[config.mk]
export PLATFORM = sky130hd
export DESIGN_NAME = rsaq_radio_seq
export DESIGN_NICKNAME = d
export VERILOG_FILES = /design/src/rsaq_pkg.sv /design/src/rsaq_radio_seq.sv
export SDC_FILE = /design/constraint.sdc
export NUM_CORES = 1
export LEC_CHECK = 0
export ABC_CLOCK_PERIOD_IN_PS = 6800
export BUFFER_PORTS_ARGS = -buffer_cell sky130_fd_sc_hd__buf_2
export CAP_MARGIN = 20
export CORE_MARGIN = 2
export CORE_UTILIZATION = 45
export DETAILED_ROUTE_END_ITERATION = 8
export GPL_ROUTABILITY_DRIVEN = 1
export GPL_TIMING_DRIVEN = 0
export PLACE_DENSITY = 0.77
export SYNTH_ARGS = -nofsm -noshare
export SYNTH_HDL_FRONTEND = slang
export SYNTH_SLANG_ARGS = --single-unit
[constraint.sdc]
create_clock -name pclk -period 6.8 [get_ports pclk]
set_clock_uncertainty 0.15 [all_clocks]
set_input_delay 0.34 -clock pclk [delete_from_list [all_inputs] [get_ports pclk]]
set_output_delay 0.34 -clock pclk [all_outputs]
set_load 0.01 [all_outputs]
[src/rsaq_pkg.sv]
// package of constants and types for the radio state sequencer
package rsaq_pkg;
  localparam logic [11:0] RSAQ_ADDR_CMD = 12'h000;
  localparam logic [11:0] RSAQ_ADDR_CTRL = 12'h004;
  localparam logic [11:0] RSAQ_ADDR_ACKL = 12'h008;
  localparam logic [11:0] RSAQ_ADDR_ACKH = 12'h00C;
  localparam logic [11:0] RSAQ_ADDR_EDD = 12'h010;
  localparam logic [11:0] RSAQ_ADDR_STAT = 12'h014;
  localparam logic [11:0] RSAQ_ADDR_IRQ = 12'h018;
  localparam logic [11:0] RSAQ_ADDR_EDV = 12'h01C;
  localparam logic [2:0] RSAQ_CMD_NOP = 3'h0;
  localparam logic [2:0] RSAQ_CMD_OFF = 3'h2;
  localparam logic [2:0] RSAQ_CMD_TRANSMIT_PREPARE_STATE = 3'h3;
  localparam logic [2:0] RSAQ_CMD_TX = 3'h4;
  localparam logic [2:0] RSAQ_CMD_RX = 3'h5;
  // control register fields
  localparam int RSAQ_CTRL_AUTO_ACK_FUNCTION = 0;
  localparam int RSAQ_CTRL_EEC = 1;
  localparam int RSAQ_CTRL_GAIN_FREEZE_CONTROL = 2;
  localparam int RSAQ_CTRL_CHIP_MODE_FIELD_LO = 4;
  localparam int RSAQ_CTRL_EDM_LO = 6;
  localparam logic [1:0] RSAQ_CHIP_MODE_FIELD_IQ = 2'h1;
  localparam logic [1:0] RSAQ_EDM_AUTO = 2'h0;
  localparam logic [1:0] RSAQ_EDM_SINGLE = 2'h1;
  localparam logic [1:0] RSAQ_EDM_CONT = 2'h2;
  localparam logic [1:0] RSAQ_EDM_OFF = 2'h3;
  localparam logic [7:0] RSAQ_EDD_RESET = 8'h10;
  // irq bit positions
  localparam int RSAQ_IRQ_FRAME_START_IRQ = 0;
  localparam int RSAQ_IRQ_FRAME_END_IRQ = 1;
  localparam int RSAQ_IRQ_ADDRESS_MATCH_IRQ = 2;
  localparam int RSAQ_IRQ_TRANSMIT_FRAME_END_IRQ = 3;
  localparam int RSAQ_IRQ_TRANSCEIVER_READY_IRQ = 4;
  localparam int RSAQ_IRQ_EDC = 5;
  localparam int RSAQ_IRQ_W = 6;
  // ack delay counts in clock cycles per unit
  localparam int RSAQ_CLK_MHZ = 50;
  localparam int RSAQ_ACK_UNIT_US = 1;
  localparam logic [7:0] RSAQ_ACK_UNIT_CYC = 8'(RSAQ_CLK_MHZ * RSAQ_ACK_UNIT_US);
  localparam int RSAQ_ED_UNIT_US = 2;
  localparam logic [7:0] RSAQ_ED_UNIT_CYC = 8'(RSAQ_CLK_MHZ * RSAQ_ED_UNIT_US);
  localparam int RSAQ_RAMP_NS = 4000;
  localparam logic [15:0] RSAQ_RAMP_CYC = 16'(RSAQ_RAMP_NS * RSAQ_CLK_MHZ / 1000);
  typedef enum logic [2:0] {
    RSAQ_ST_OFF, RSAQ_ST_TRANSMIT_PREPARE_STATE, RSAQ_ST_RX, RSAQ_ST_ACKWAIT, RSAQ_ST_TX, RSAQ_ST_RAMPDN
  } rsaq_state_t;
endpackage

[src/rsaq_radio_seq.sv]
// radio state sequencer with auto-ack, energy detect and i/q mode control
//
// Chosen here: the address map and the APB slave port.
`timescale 1ns/1ps
module rsaq_radio_seq (
  input wire logic pclk,
  input wire logic presetn,
  input wire logic psel,
  input wire logic penable,
  input wire logic pwrite,
  input wire logic [11:0] paddr,
  input wire logic [31:0] pwdata,
  output logic [31:0] prdata,
  output logic pready,
  output logic pslverr,
  input wire logic preamble_det,
  input wire logic header_ok,
  input wire logic addr_match,
  input wire logic frame_done,
  input wire logic frame_abort,
  input wire logic fcs_ok,
  input wire logic ack_required,
  input wire logic [7:0] energy_sample,
  input wire logic iq_tx_start_flag,
  input wire logic iq_sample_clk,
  output logic agc_freeze,
  output logic ack_tx_start,
  input wire logic tx_done,
  output logic tx_active,
  output logic iq_out_enable,
  output logic iq_serial_out_clock,
  output logic iq_rx_stream,
  output logic [rsaq_pkg::RSAQ_IRQ_W-1:0] irq_status
);
  import rsaq_pkg::*;

  rsaq_state_t state_r;
  logic [7:0] ctrl_r;
  logic [7:0] ack_delay_low_r;
  logic [7:0] ack_delay_high_r;
  logic [7:0] energy_detect_duration_r;
  logic [7:0] energy_value_r;
  logic [RSAQ_IRQ_W-1:0] irq_r;
  logic [RSAQ_IRQ_W-1:0] irq_set;
  logic [15:0] tmr_r;
  logic [7:0] unit_r;
  logic agc_hold_r;
  logic [7:0] ed_cnt_r;
  logic [7:0] ed_unit_r;
  logic ed_run_r;
  logic [7:0] ed_max_r;
  logic gain_freeze_control_q_r;
  logic [1:0] flag_sync_r;
  logic [1:0] clk_sync_r;
  logic flag_prev_r;
  logic [2:0] iq_div_r;
  logic iq_clk_r;
  logic ack_start_r;

  logic wr_en;
  logic rd_en;
  logic cmd_wr;
  logic [2:0] cmd_val;
  logic eec;
  logic iq_mode;
  logic flag_rise;
  logic flag_fall;
  logic edm_wr;

  // reads are single wait-free; pready tied high keeps the slave zero wait
  assign pready = 1'b1;
  assign pslverr = 1'b0;
  assign wr_en = psel & penable & pwrite;
  assign rd_en = psel & ~pwrite;
  assign cmd_wr = wr_en && (paddr == RSAQ_ADDR_CMD);
  assign cmd_val = pwdata[2:0];
  assign eec = ctrl_r[RSAQ_CTRL_EEC];
  assign iq_mode = ctrl_r[RSAQ_CTRL_CHIP_MODE_FIELD_LO +: 2] == RSAQ_CHIP_MODE_FIELD_IQ;
  assign edm_wr = wr_en && (paddr == RSAQ_ADDR_CTRL);

  // start flag and sample clock come from the baseband domain
  always_ff @(posedge pclk or negedge presetn) begin
    if (!presetn) begin
      flag_sync_r <= 2'b00;
      clk_sync_r <= 2'b00;
      flag_prev_r <= 1'b0;
    end else begin
      flag_sync_r <= {flag_sync_r[0], iq_tx_start_flag};
      clk_sync_r <= {clk_sync_r[0], iq_sample_clk};
      if (clk_sync_r[1] & ~flag_prev_r | clk_sync_r[1] & flag_prev_r | ~clk_sync_r[1])
        flag_prev_r <= flag_sync_r[1];
    end
  end
  assign flag_rise = flag_sync_r[1] & ~flag_prev_r;
  assign flag_fall = ~flag_sync_r[1] & flag_prev_r;

  // register writes
  always_ff @(posedge pclk or negedge presetn) begin
    if (!presetn) begin
      ctrl_r <= {RSAQ_EDM_OFF, 6'h00};
      ack_delay_low_r <= 8'h00;
      ack_delay_high_r <= 8'h00;
      energy_detect_duration_r <= RSAQ_EDD_RESET;
    end else if (wr_en) begin
      case (paddr)
        RSAQ_ADDR_CTRL: ctrl_r <= pwdata[7:0];
        RSAQ_ADDR_ACKL: ack_delay_low_r <= pwdata[7:0];
        RSAQ_ADDR_ACKH: ack_delay_high_r <= pwdata[7:0];
        RSAQ_ADDR_EDD: energy_detect_duration_r <= pwdata[7:0];
        default: ;
      endcase
    end
  end

  always_comb begin
    case (paddr)
      RSAQ_ADDR_CTRL: prdata = {24'h000000, ctrl_r};
      RSAQ_ADDR_ACKL: prdata = {24'h000000, ack_delay_low_r};
      RSAQ_ADDR_ACKH: prdata = {24'h000000, ack_delay_high_r};
      RSAQ_ADDR_EDD: prdata = {24'h000000, energy_detect_duration_r};
      RSAQ_ADDR_STAT: prdata = {29'h00000000, state_r};
      RSAQ_ADDR_IRQ: prdata = {26'h0000000, irq_r};
      RSAQ_ADDR_EDV: prdata = {24'h000000, energy_value_r};
      default: prdata = 32'h00000000;
    endcase
  end

  // state machine
  always_ff @(posedge pclk or negedge presetn) begin
    if (!presetn) begin
      state_r <= RSAQ_ST_OFF;
      tmr_r <= 16'h0000;
      unit_r <= 8'h00;
      ack_start_r <= 1'b0;
    end else begin
      ack_start_r <= 1'b0;
      case (state_r)
        RSAQ_ST_OFF: begin
          if (cmd_wr && cmd_val == RSAQ_CMD_TRANSMIT_PREPARE_STATE)
            state_r <= RSAQ_ST_TRANSMIT_PREPARE_STATE;
        end
        RSAQ_ST_TRANSMIT_PREPARE_STATE: begin
          if (eec && iq_mode && flag_rise)
            state_r <= RSAQ_ST_TX;
          else if (cmd_wr && cmd_val == RSAQ_CMD_RX)
            state_r <= RSAQ_ST_RX;
          else if (cmd_wr && cmd_val == RSAQ_CMD_TX && !eec)
            state_r <= RSAQ_ST_TX;
          else if (cmd_wr && cmd_val == RSAQ_CMD_OFF)
            state_r <= RSAQ_ST_OFF;
        end
        RSAQ_ST_RX: begin
          if (cmd_wr && cmd_val == RSAQ_CMD_TRANSMIT_PREPARE_STATE)
            state_r <= RSAQ_ST_TRANSMIT_PREPARE_STATE;
          else if (!iq_mode && frame_done && fcs_ok && !frame_abort) begin
            if (ctrl_r[RSAQ_CTRL_AUTO_ACK_FUNCTION] && ack_required) begin
              state_r <= RSAQ_ST_ACKWAIT;
              tmr_r <= {ack_delay_high_r, ack_delay_low_r};
              unit_r <= RSAQ_ACK_UNIT_CYC;
            end else
              state_r <= RSAQ_ST_TRANSMIT_PREPARE_STATE;
          end
        end
        RSAQ_ST_ACKWAIT: begin
          // frame-end with auto-ack and ack required comes here instead of prepare; the timer runs here
          if (tmr_r == 16'h0000) begin
            state_r <= RSAQ_ST_TX;
            ack_start_r <= 1'b1;
          end else if (unit_r <= 8'h01) begin
            unit_r <= RSAQ_ACK_UNIT_CYC;
            tmr_r <= tmr_r - 16'h0001;
          end else
            unit_r <= unit_r - 8'h01;
        end
        RSAQ_ST_TX: begin
          if (iq_mode && eec && flag_fall) begin
            state_r <= RSAQ_ST_RAMPDN;
            tmr_r <= RSAQ_RAMP_CYC;
          end else if (iq_mode && !eec && cmd_wr && cmd_val == RSAQ_CMD_TRANSMIT_PREPARE_STATE)
            state_r <= RSAQ_ST_TRANSMIT_PREPARE_STATE;
          else if (!iq_mode && tx_done)
            state_r <= RSAQ_ST_TRANSMIT_PREPARE_STATE;
        end
        RSAQ_ST_RAMPDN: begin
          if (tmr_r <= 16'h0001)
            state_r <= RSAQ_ST_TRANSMIT_PREPARE_STATE;
          else
            tmr_r <= tmr_r - 16'h0001;
        end
        default: state_r <= RSAQ_ST_OFF;
      endcase
    end
  end

  // irq events
  always_comb begin
    irq_set = '0;
    irq_set[RSAQ_IRQ_FRAME_START_IRQ] = state_r == RSAQ_ST_RX && header_ok;
    irq_set[RSAQ_IRQ_ADDRESS_MATCH_IRQ] = state_r == RSAQ_ST_RX && addr_match;
    irq_set[RSAQ_IRQ_FRAME_END_IRQ] = state_r == RSAQ_ST_RX && !iq_mode && frame_done && fcs_ok
      && !frame_abort;
    irq_set[RSAQ_IRQ_TRANSMIT_FRAME_END_IRQ] = state_r == RSAQ_ST_TX && !iq_mode && tx_done;
    irq_set[RSAQ_IRQ_EDC] = ed_run_r && ed_cnt_r == 8'h00 && ed_unit_r <= 8'h01;
    irq_set[RSAQ_IRQ_TRANSCEIVER_READY_IRQ] = 1'b0;
  end

  logic prev_prep_r;
  always_ff @(posedge pclk or negedge presetn) begin
    if (!presetn)
      prev_prep_r <= 1'b0;
    else
      prev_prep_r <= state_r == RSAQ_ST_TRANSMIT_PREPARE_STATE;
  end

  // read of irq clears it; a set in the same cycle wins
  always_ff @(posedge pclk or negedge presetn) begin
    if (!presetn)
      irq_r <= '0;
    else begin
      irq_r <= ((psel && penable && rd_en && paddr == RSAQ_ADDR_IRQ) ? '0 : irq_r) | irq_set;
      if (state_r == RSAQ_ST_TRANSMIT_PREPARE_STATE && !prev_prep_r)
        irq_r[RSAQ_IRQ_TRANSCEIVER_READY_IRQ] <= 1'b1;
    end
  end
  assign irq_status = irq_r;

  // agc hold follows preamble until the frame ends or is dropped
  always_ff @(posedge pclk or negedge presetn) begin
    if (!presetn)
      agc_hold_r <= 1'b0;
    else if (state_r != RSAQ_ST_RX || frame_abort || (frame_done && !fcs_ok))
      agc_hold_r <= 1'b0;
    else if (preamble_det)
      agc_hold_r <= 1'b1;
  end
  assign agc_freeze = agc_hold_r | ctrl_r[RSAQ_CTRL_GAIN_FREEZE_CONTROL];

  // energy detect timing
  always_ff @(posedge pclk or negedge presetn) begin
    if (!presetn) begin
      ed_run_r <= 1'b0;
      ed_cnt_r <= 8'h00;
      ed_unit_r <= 8'h00;
      ed_max_r <= 8'h00;
      energy_value_r <= 8'h00;
      gain_freeze_control_q_r <= 1'b0;
    end else begin
      gain_freeze_control_q_r <= ctrl_r[RSAQ_CTRL_GAIN_FREEZE_CONTROL];
      if (edm_wr && (pwdata[RSAQ_CTRL_EDM_LO +: 2] == RSAQ_EDM_SINGLE
          || pwdata[RSAQ_CTRL_EDM_LO +: 2] == RSAQ_EDM_CONT)) begin
        ed_run_r <= 1'b1;
        ed_cnt_r <= energy_detect_duration_r;
        ed_unit_r <= RSAQ_ED_UNIT_CYC;
        ed_max_r <= 8'h00;
      end else if (ctrl_r[RSAQ_CTRL_EDM_LO +: 2] == RSAQ_EDM_AUTO
          && ctrl_r[RSAQ_CTRL_GAIN_FREEZE_CONTROL] && !gain_freeze_control_q_r) begin
        ed_run_r <= 1'b1;
        ed_cnt_r <= energy_detect_duration_r;
        ed_unit_r <= RSAQ_ED_UNIT_CYC;
        ed_max_r <= 8'h00;
      end else if (ed_run_r) begin
        if (energy_sample > ed_max_r)
          ed_max_r <= energy_sample;
        if (ed_unit_r > 8'h01)
          ed_unit_r <= ed_unit_r - 8'h01;
        else if (ed_cnt_r != 8'h00) begin
          ed_unit_r <= RSAQ_ED_UNIT_CYC;
          ed_cnt_r <= ed_cnt_r - 8'h01;
        end else begin
          energy_value_r <= ed_max_r;
          ed_max_r <= 8'h00;
          if (ctrl_r[RSAQ_CTRL_EDM_LO +: 2] == RSAQ_EDM_CONT) begin
            ed_cnt_r <= energy_detect_duration_r;
            ed_unit_r <= RSAQ_ED_UNIT_CYC;
          end else
            ed_run_r <= 1'b0;
        end
      end
    end
  end

  // serial i/q output clock divider, active from transmit-prepare onward
  always_ff @(posedge pclk or negedge presetn) begin
    if (!presetn) begin
      iq_div_r <= 3'h0;
      iq_clk_r <= 1'b0;
    end else if (iq_out_enable) begin
      iq_div_r <= iq_div_r + 3'h1;
      // low two bits wrap every four cycles, giving pclk/8
      if (iq_div_r[1:0] == 2'h3)
        iq_clk_r <= ~iq_clk_r;
    end else begin
      iq_div_r <= 3'h0;
      iq_clk_r <= 1'b0;
    end
  end

  assign iq_out_enable = iq_mode && state_r != RSAQ_ST_OFF;
  assign iq_serial_out_clock = iq_clk_r;
  assign iq_rx_stream = iq_mode && state_r == RSAQ_ST_RX;
  assign tx_active = state_r == RSAQ_ST_TX || state_r == RSAQ_ST_RAMPDN;
  assign ack_tx_start = ack_start_r;

  property p_ackgap;
    @(posedge pclk) disable iff (!presetn)
    ack_start_r |-> $past(state_r) == RSAQ_ST_ACKWAIT && state_r == RSAQ_ST_TX;
  endproperty
  a_ackgap: assert property (p_ackgap) else $error("ack start without wait");
  property p_rdy;
    @(posedge pclk) disable iff (!presetn)
    (state_r == RSAQ_ST_TRANSMIT_PREPARE_STATE && !prev_prep_r) |=> irq_r[RSAQ_IRQ_TRANSCEIVER_READY_IRQ];
  endproperty
  a_rdy: assert property (p_rdy) else $error("ready irq missing");
  property p_off;
    @(posedge pclk) disable iff (!presetn)
    (state_r == RSAQ_ST_OFF && !(cmd_wr && cmd_val == RSAQ_CMD_TRANSMIT_PREPARE_STATE)) |=>
    state_r == RSAQ_ST_OFF;
  endproperty
  a_off: assert property (p_off) else $error("off left without command");
  property p_eec;
    @(posedge pclk) disable iff (!presetn)
    (state_r == RSAQ_ST_TRANSMIT_PREPARE_STATE && eec && cmd_wr && cmd_val == RSAQ_CMD_TX && !flag_rise)
    |=> state_r != RSAQ_ST_TX;
  endproperty
  a_eec: assert property (p_eec) else $error("tx cmd not ignored");
  property p_fe;
    @(posedge pclk) disable iff (!presetn)
    (state_r == RSAQ_ST_RX && frame_done && !fcs_ok && !cmd_wr) |=>
    state_r == RSAQ_ST_RX && !agc_hold_r;
  endproperty
  a_fe: assert property (p_fe) else $error("bad frame left rx");
  property p_agc;
    @(posedge pclk) disable iff (!presetn)
    (state_r == RSAQ_ST_RX && preamble_det && !frame_abort && !frame_done && !cmd_wr)
    |=> agc_freeze;
  endproperty
  a_agc: assert property (p_agc) else $error("agc not held");
  property p_frame_end_irq;
    @(posedge pclk) disable iff (!presetn)
    $rose(irq_r[RSAQ_IRQ_FRAME_END_IRQ]) |-> $past(fcs_ok);
  endproperty
  a_frame_end_irq: assert property (p_frame_end_irq) else $error("frame_end_irq on bad fcs");
  property p_ramp;
    @(posedge pclk) disable iff (!presetn)
    $rose(state_r == RSAQ_ST_RAMPDN) |-> ##[1:300] state_r == RSAQ_ST_TRANSMIT_PREPARE_STATE;
  endproperty
  a_ramp: assert property (p_ramp) else $error("ramp down stuck");
endmodule // rsaq_radio_seq

* Yosys cells after proc, flatten, opt, wreduce, memory -nomap -nowiden
Cells that the tools add are included.
Cells by class: add/subtract/negate cells 5, magnitude comparators 5, equal/unequal tests 37, muxes and demuxes 62, bitwise gates (word level) 20, reduce and logical (&&, ||, !) cells 71
Operators by type and width (count):
- $mux W8 | 23
- $mux W16 | 7
- $pmux W16 S4 | 1
- $pmux W8 S7 | 1
- $eq A12 B5 Y1 const B | 4
- $mux W3 | 13
- $logic_and A1 B1 Y1 | 38
- $eq A12 B4 Y1 const B | 2
- $sub A8 B1 Y8 const B | 3
- $ne A2 B2 Y1 const B | 10
- $pmux W3 S6 | 1
- $le A16 B1 Y1 const B | 1
- $le A8 B1 Y1 const B | 2
- $logic_not A16 Y1 | 1
- $pmux W8 S2 | 1
- $sub A16 B1 Y16 const B | 1
- $mux W1 | 13
- $eq A12 B3 Y1 const B | 1
- $eq A3 B2 Y1 const B | 4
- $eq A3 B3 Y1 const B | 4
- $logic_not A12 Y1 | 1
- $reduce_and A2 Y1 | 5
- $reduce_and A5 Y1 | 2
- $not A1 Y1 | 9
- other kinds (29) | 52
Word-level totals: bits in registers 111, input port bits 67, output and inout port bits 46, word-level logic and storage cells 222

* Longest topological paths before layout
Gate-level depths: netlist (run 1).
depth after elaboration 9, depth in mapped cells 10, mapped depth without buffers 8

* Least setup slack after synthesis (run 1)
Ideal clock, no wire load.
path type input-to-reg, start in paddr[9], end reg state_r[0], setup time 0.128 ns, arrival time 2.268 ns, required time 6.522 ns, slack 4.254 ns, stages 6, buffers on the path 0, cells stage by stage or4_4 -> or4_4 -> nor3_2 -> nor2_1 -> nor4_4 -> mux2_1
On the way: longest elaborated chain between the ends 8, elaborated cells between the ends (all ways) 21, those cells by class eq/ne (4); mux (7); reduce/logical (10)
Ends and longest elaborated chain:
- start: declaration | RTL line rsaq_radio_seq.sv:11 | input wire logic [11:0] paddr,
- $logic_not A12 Y1 (*) | RTL line rsaq_radio_seq.sv:75 | assign cmd_wr = wr_en && (paddr == RSAQ_ADDR_CMD);
- $logic_and A1 B1 Y1 (*) | RTL line rsaq_radio_seq.sv:75
- $logic_and A1 B1 Y1 (2 in a row) | RTL line rsaq_radio_seq.sv:147 | else if (cmd_wr && cmd_val == RSAQ_CMD_TX && !eec)
- $mux W3 | RTL line rsaq_radio_seq.sv:147
- $mux W3 | RTL line rsaq_radio_seq.sv:145 | else if (cmd_wr && cmd_val == RSAQ_CMD_RX)
- $mux W3 | RTL line rsaq_radio_seq.sv:143 | if (eec && iq_mode && flag_rise)
- $pmux W3 S6 | RTL line rsaq_radio_seq.sv:137 | case (state_r)
- end signal: assignment | RTL line rsaq_radio_seq.sv:144 | state_r <= RSAQ_ST_TX;
- end signal: assignment | RTL line rsaq_radio_seq.sv:146 | state_r <= RSAQ_ST_RX;
- end signal: assignment | RTL line rsaq_radio_seq.sv:148 | state_r <= RSAQ_ST_TX;
- end: declaration | RTL line rsaq_radio_seq.sv:37 | rsaq_state_t state_r;
Mark *: on every way between the ends. The rest lies on a longest branch, timed or not. A chain may end at the register's enable or synchronous reset.

* Worst setup path in the final report (run 1)
start in paddr[9], end out prdata[5]
On the way: longest elaborated chain between the ends 2, elaborated cells between the ends (all ways) 8, those cells by class eq/ne (7); mux (1)
Ends and longest elaborated chain:
- $eq A12 B5 Y1, or another cell as far along | RTL line rsaq_radio_seq.sv:116 | case (paddr)
- $pmux W8 S7 (*) | RTL line rsaq_radio_seq.sv:116
- end: declaration | RTL line rsaq_radio_seq.sv:13 | output logic [31:0] prdata,
Marked as above.

==> flow_summary.json, run 1 <==
{
  "drc": 0,
  "status": "complete, no violations",
  "diodes": 0,
  "area_growth_syn_to_layout_pct": 14.9,
  "grt_use_total": 0.222,
  "fmax_ghz": 0.327,
  "synthSimpleGateAreaFrac": 0.196,
  "rsz0062_at_grt": "no",
  "clk_pin_slew_ns": 0.07,
  "drt_first_pass_iters": 6,
  "maxCapViolations": 0,
  "final_cell_mix": "dfrtp_1, nand2_1, buf_2",
  "holdWs_ns": 0.0493,
  "cts_setup_buffers": 0,
  "die_w_microns": 123,
  "dpl.hpwl_microns": 12100,
  "cp_data_required_time_ns": 6.31,
  "cp_data_arrival_time_ns": 2.57,
  "syn_area_sq_um": 6390,
  "fillerInstances": 1287,
  "critical-path-top-delay-family": "simple AND/OR/NAND/NOR gates",
  "dieHeight_microns": 123,
  "synthXorXnorAreaFrac": 0.0123,
  "power.leakage_nw": 3.50,
  "path_buf_inv": 2,
  "synth.distinct_cells": 67,
  "wirelength_microns": 16100,
  "cp-end-kind": "primary output",
  "cts-root-buf": "clkbuf_16",
  "drive_gt1_frac": 0.217,
  "crit_start": "paddr[9]",
  "hold_class": "in -> reg",
  "portBuffers": 59,
  "crit_chain": "buf_2 > or4_4 > nor3_1 > nand2_1 > nor2_1 > a222oi_1 > o211ai_1 > buf_2",
  "rows": 43,
  "critPathLaunchType": "primary input",
  "slew_viol_final": 0,
  "min_from": "frame_abort",
  "synth_cells": 667,
  "cts_tree": "built",
  "start_util": 0.460,
  "power_density_nw_per_um2": 223,
  "worst_skew_pair.late_latency_ns": 0.36,
  "hold_violations": 0,
  "max_stage_delay_ns": 0.57,
  "io_pins": 113,
  "crit_type": "in -> out",
  "layout_commonest_cell": "dfrtp_1",
  "dieArea_sq_um": 15200,
  "path_max_fanout": 8,
  "coreArea_sq_um": 13900,
  "tightest_slew_ns": 0.876,
  "fin_setup_tns_ns": 0,
  "fin_crit_sh": 0.449,
  "syn_avg_cell_area_sq_um": 9.58,
  "seq_area_frac_synth": 0.424,
  "synthArstFlopShare": 1.00,
  "crit_slowest_cell": "or4_4",
  "cts_resized": 0,
  "yosysWarnings": 0,
  "slew_headroom": 0.415,
  "postRouteAntennaNets": 0,
  "synth-compound-area-share": 0.178,
  "cts_sinks": 108,
  "vdd_drop_max_v": 0.000168,
  "grt_max_degree": 63,
  "antenna_found_initial": 0,
  "synth_top_family_by_area": "simple AND/OR/NAND/NOR gates",
  "timing.rr.start": "state_r[2]",
  "vias": 5400,
  "synth_edf_count": 0,
  "drt_iter0_markers": 523,
  "wl_per_cell_microns": 16.9,
  "ys_ff_latch": 108,
  "final_nets": 848,
  "clock_path_buffers": 2,
  "period_needed_ns": 3.06,
  "ctsHtreeMaxLevel": 3,
  "first_global_vias": 5117,
  "synthMuxAreaShare": 0.0879,
  "regArea_sq_um": 2710,
  "grt_overflow": 0,
  "setup_viol": 0,
  "cpMostUsedCell": "buf_2",
  "cts_buffers": 9,
  "synthAdderAreaFrac": 0.0333,
  "ys.flop_type": "dfrtp_1",
  "vias_per_cell": 5.69,
  "globalplace.congestion": 0.909,
  "grt_pass1_wl_microns": 26000,
  "multiInputGateArea_sq_um": 3340
}
synth_stat cells (3+ instances only):
cell type	count	area, sq um
o21ai_0	43	215
o22ai_1	7	43.8
a22oi_1	7	52.6
a22o_1	15	131
clkbuf_1	16	60.1
and3_1	4	25.0
nor3_1	19	95.1
a222oi_1	3	30.0
buf_4	28	210
nor2_1	40	150
o211ai_1	5	37.5
a31oi_1	8	50.1
inv_1	30	113
xnor2_1	8	70.1
dfstp_2	3	78.8
o31ai_1	3	22.5
nand2b_1	19	119
nor4_1	6	37.5
a211oi_1	5	37.5
mux2i_1	19	190
or4_1	5	37.5
nand3_1	12	60.1
a21o_1	7	52.6
o41ai_1	6	52.6
buf_2	7	35.0
ha_1	17	213
nor4_4	3	63.8
nor3b_1	5	37.5
or3_1	10	62.6
nand2_1	69	259
a21oi_1	33	165
a211o_1	4	35.0
or2_2	4	25.0
nand4_1	7	43.8
and2_1	7	43.8
nor2b_1	6	37.5
mux2_2	32	360
dfrtp_1	105	2630
cells by family (layout without fill, tap and decap cells):
kind of cell	after synthesis	count (layout)
AOI/OAI and AO/OA	165	165
xor gates and xnor gates	9	9
adders and majority gates	17	17
buffers and inverters	83	161
DFF	108	108
muxes	52	52
other	2	26
and+or+nand+nor	231	231
path summary, 6_finish.rpt:
path,end,slack (ns),depth (start not counted)
worst max-delay path,prdata[5],3.74,8
worst min register to register,flag_sync_r[1],0.21,0
max in group asynchronous,ctrl_r[6],5.34,3
worst min-delay path,agc_hold_r,0.05,2
min in group asynchronous,tmr_r[5],0.39,2
worst max register to register,tmr_r[15],3.96,7
area by class of cell:
| type | count | share of cell area |
|---|---|---|
| multi-input combinational | 500 | 0.455 |
| sequential | 108 | 0.369 |
| timing repair buffer | 62 | 0.0471 |
| buffer | 53 | 0.0436 |
| clock buffer | 12 | 0.0349 |
| tap | 180 | 0.0307 |
| inverter | 30 | 0.0153 |
| clock inverter | 4 | 0.00443 |
state kept, by name (all words and copies together) (netlist names):
signal                    count
ack_tx_start                  1
flag_sync_r                   2
irq_status                    6
prev_prep_r                   1
gain_freeze_control_q_r       1
flag_prev_r                   1
iq_div_r                      2
iq_serial_out_clock           1
tmr_r                        16
agc_hold_r                    1
ctrl_r                        8
energy_detect_duration_r      8
unit_r                        8
ack_delay_high_r              8
energy_value_r                8
ack_delay_low_r               8
ed_unit_r                     8
ed_run_r                      1
ed_cnt_r                      8
state_r                       3
ed_max_r                      8
routing by layer:
layer  share of wire  global-route usage  vias up  wire [microns]
met5               0                   0        -               0
met4           0.021              0.0717        0             341
met3           0.056              0.0434       26             902
met2            0.48               0.363      191            7690
met1            0.44               0.296     2611            7140
li1                -                   -     2572               -
timing repair:
item | CTS | global route
hold endpoints to repair | 47 | 0
setup endpoints to repair | 0 | 0
hold buffers | 2 | 0
per-stage QoR:
| stage | instance area [sq um] | setup slack [ns] | utilization | cells | power [mW] |
|---|---|---|---|---|---|
| after floorplan | 6480 | 4.25 | - | 691 | 1.03 |
| after global placement | 7000 | 3.78 | 0.504 | 930 | 1.11 |
| after detailed placement | 7030 | 3.77 | 0.506 | 931 | 1.13 |
| after CTS | 7340 | 3.77 | 0.529 | 949 | 1.65 |
| after global routing | 7340 | 3.53 | 0.529 | 949 | 1.72 |
| final | 7340 | 3.74 | 0.529 | 949 | 1.64 |
report_power, final:
| group | internal, mW | switching (mW) |
|---|---|---|
| combinational | 0.164 | 0.202 |
| clock | 0.271 | 0.248 |
| sequential | 0.702 | 0.0503 |
| total | 1.14 | 0.500 |
No activity file was read; power rests on OpenSTA's default activity.
==> run 2, diff against run 1 <==
Settings changed: ABC_CLOCK_PERIOD_IN_PS 6800 to 2750, PLACE_DENSITY 0.77 to 0.8.
Clock period 6.8 ns to 2.75 ns, I/O delays scaled along.
==> run 2 against run 1 <==
  * Hold slack better by 0.10 ns
  * Non-clock buffer count is 22 higher
  * Critical path depth is 1 lower
  * Die area is the same
  * Power increased by 150%
  * Routed wire length up 2.2%
  * Via count grew 2.2%
  * Sequential cell count unchanged
  * Critical path type is now reg -> reg
  * Largest power group unchanged
==> flow_summary.json, run 2 (synthesis results as in run 1) <==
{
  "met3_usage": 0.0507,
  "antenna_found_initial": 0,
  "wirelength_microns": 16400,
  "largest_register": "tmr_r",
  "wl_per_cell_microns": 16.9,
  "postRouteAntennaNets": 0,
  "drt_iter0_markers": 566,
  "use_met2": 0.378,
  "hold_violations": 0,
  "maxCapViolations": 0,
  "clk_pin_slew_ns": 0.08,
  "die_w_microns": 123,
  "clock_path_buffers": 2,
  "grt_max_degree": 56,
  "cp-end-kind": "flop",
  "final_nets": 870,
  "grt_pass1_wl_microns": 26700,
  "io_pins": 113,
  "hold_class": "in -> reg",
  "start_util": 0.460,
  "diodes": 0,
  "dieHeight_microns": 123,
  "vias_per_cell": 5.68,
  "vias": 5517,
  "portBuffers": 59,
  "drt_first_pass_iters": 6,
  "cp_data_arrival_time_ns": 2.68,
  "tightest_slew_ns": 0.828,
  "fin_crit_sh": 0.951,
  "met1_usage": 0.294,
  "cts-root-buf": "clkbuf_16",
  "slew_headroom": 0.440,
  "cp_data_required_time_ns": 2.82,
  "fmax_ghz": 0.383,
  "path_max_fanout": 9,
  "vdd_drop_max_v": 0.000478,
  "area_growth_syn_to_layout_pct": 19.7,
  "final_area_sq_um": 7650,
  "status": "complete, no violations",
  "coreArea_sq_um": 13900,
  "worst_skew_pair.late_latency_ns": 0.36,
  "place_area_sq_um": 7030,
  "dpl.hpwl_microns": 12100,
  "drc": 0,
  "power_density_nw_per_um2": 535,
  "setup_viol": 0,
  "critPathLaunchType": "flop",
  "grt_overflow": 0,
  "busiest_layer": "met2",
  "cts_sinks": 108,
  "largest_register_ffs": 16,
  "rows": 43,
  "cts_buffers": 9,
  "drive_gt1_frac": 0.238,
  "ctsHtreeMaxLevel": 3,
  "dieArea_sq_um": 15200,
  "period_needed_ns": 2.61,
  "first_global_vias": 5362,
  "globalplace.congestion": 0.938,
  "final_cell_mix": "dfrtp_1, nand2_1, buf_2",
  "power.leakage_nw": 3.63,
  "cts_tree": "built",
  "layout_commonest_cell": "dfrtp_1",
  "fillerInstances": 1247,
  "crit_type": "reg -> reg",
  "holdWs_ns": 0.152,
  "slew_viol_final": 0,
  "grt_use_total": 0.228
}
run 2: changes by cell type in the layout (fill, tap and decap cells not counted), moves of 3 or more:
cell	delta
buf_4	+3
clkbuf_1	-5
clkbuf_2	+5
dlygate4sd3_1	+20
nor2_1	-3
nor2_2	+3
o41ai_1	-4
o41ai_2	+4
run 2: final timing paths:
path | to | startpoint | cells past startpoint | slack, ns
min | ack_delay_high_r[0] | pwdata[0] | 3 | 0.15
max reg2reg | ed_unit_r[5] | ed_unit_r[2] | 7 | 0.14
max in group asynchronous | ctrl_r[7] | presetn | 3 | 1.46
max | ed_unit_r[5] | ed_unit_r[2] | 7 | 0.14
min reg2reg | flag_sync_r[1] | flag_sync_r[0] | 0 | 0.20
min in group asynchronous | tmr_r[1] | presetn | 2 | 0.24
run 2: layout make-up:
cell class,instances,area [sq um],area share
sequential,108,2710,0.354
inverter,30,113,0.0147
clock buffer,11,243,0.0317
tap,180,225,0.0294
timing repair buffer,85,568,0.0743
multi-input combinational,500,3430,0.448
buffer,52,324,0.0424
clock inverter,5,43.8,0.00572
run 2: worst max-delay path, cell delays in order (launching register included):
cell,delay [ns]
dfrtp_1,0.46
or4_4,0.61
nor4_4,0.39
buf_4,0.19
a31o_2,0.29
a211oi_1,0.15
xnor2_1,0.16
nand2_1,0.07
run 2: per-stage QoR:
stage	util	power [mW]	TNS (ns)	worst slack, ns	instances
after floorplan	-	2.55	0	0.358	691
after global placement	0.504	2.75	-0.321	-0.0726	930
after detailed placement	0.506	2.80	-0.709	-0.0891	931
after CTS	0.543	4.10	0	0.0237	969
after global routing	0.551	4.31	-0.0245	-0.0157	971
final	0.551	4.09	0	0.136	971
run 2: repair_timing:
action	in CTS	in global routing
resized for setup	1	24
pin swaps	1	2
gates cloned	0	0
setup buffers	0	3
endpoints found under the setup margin	19	46
hold endpoints to repair	94	0
hold buffers	22	0
run 2: power by group:
part	leakage, nW	internal [mW]	switching [mW]	total (mW)
clock network	0.134	0.652	0.628	1.28
registers	1.38	1.74	0.137	1.87
logic	2.11	0.431	0.509	0.940
run 2: metal layers:
metal,part of all wire,up-vias
met1,0.42,2658
met4,0.024,0
met3,0.065,31
li1,-,2602
met2,0.49,226
met5,0,-
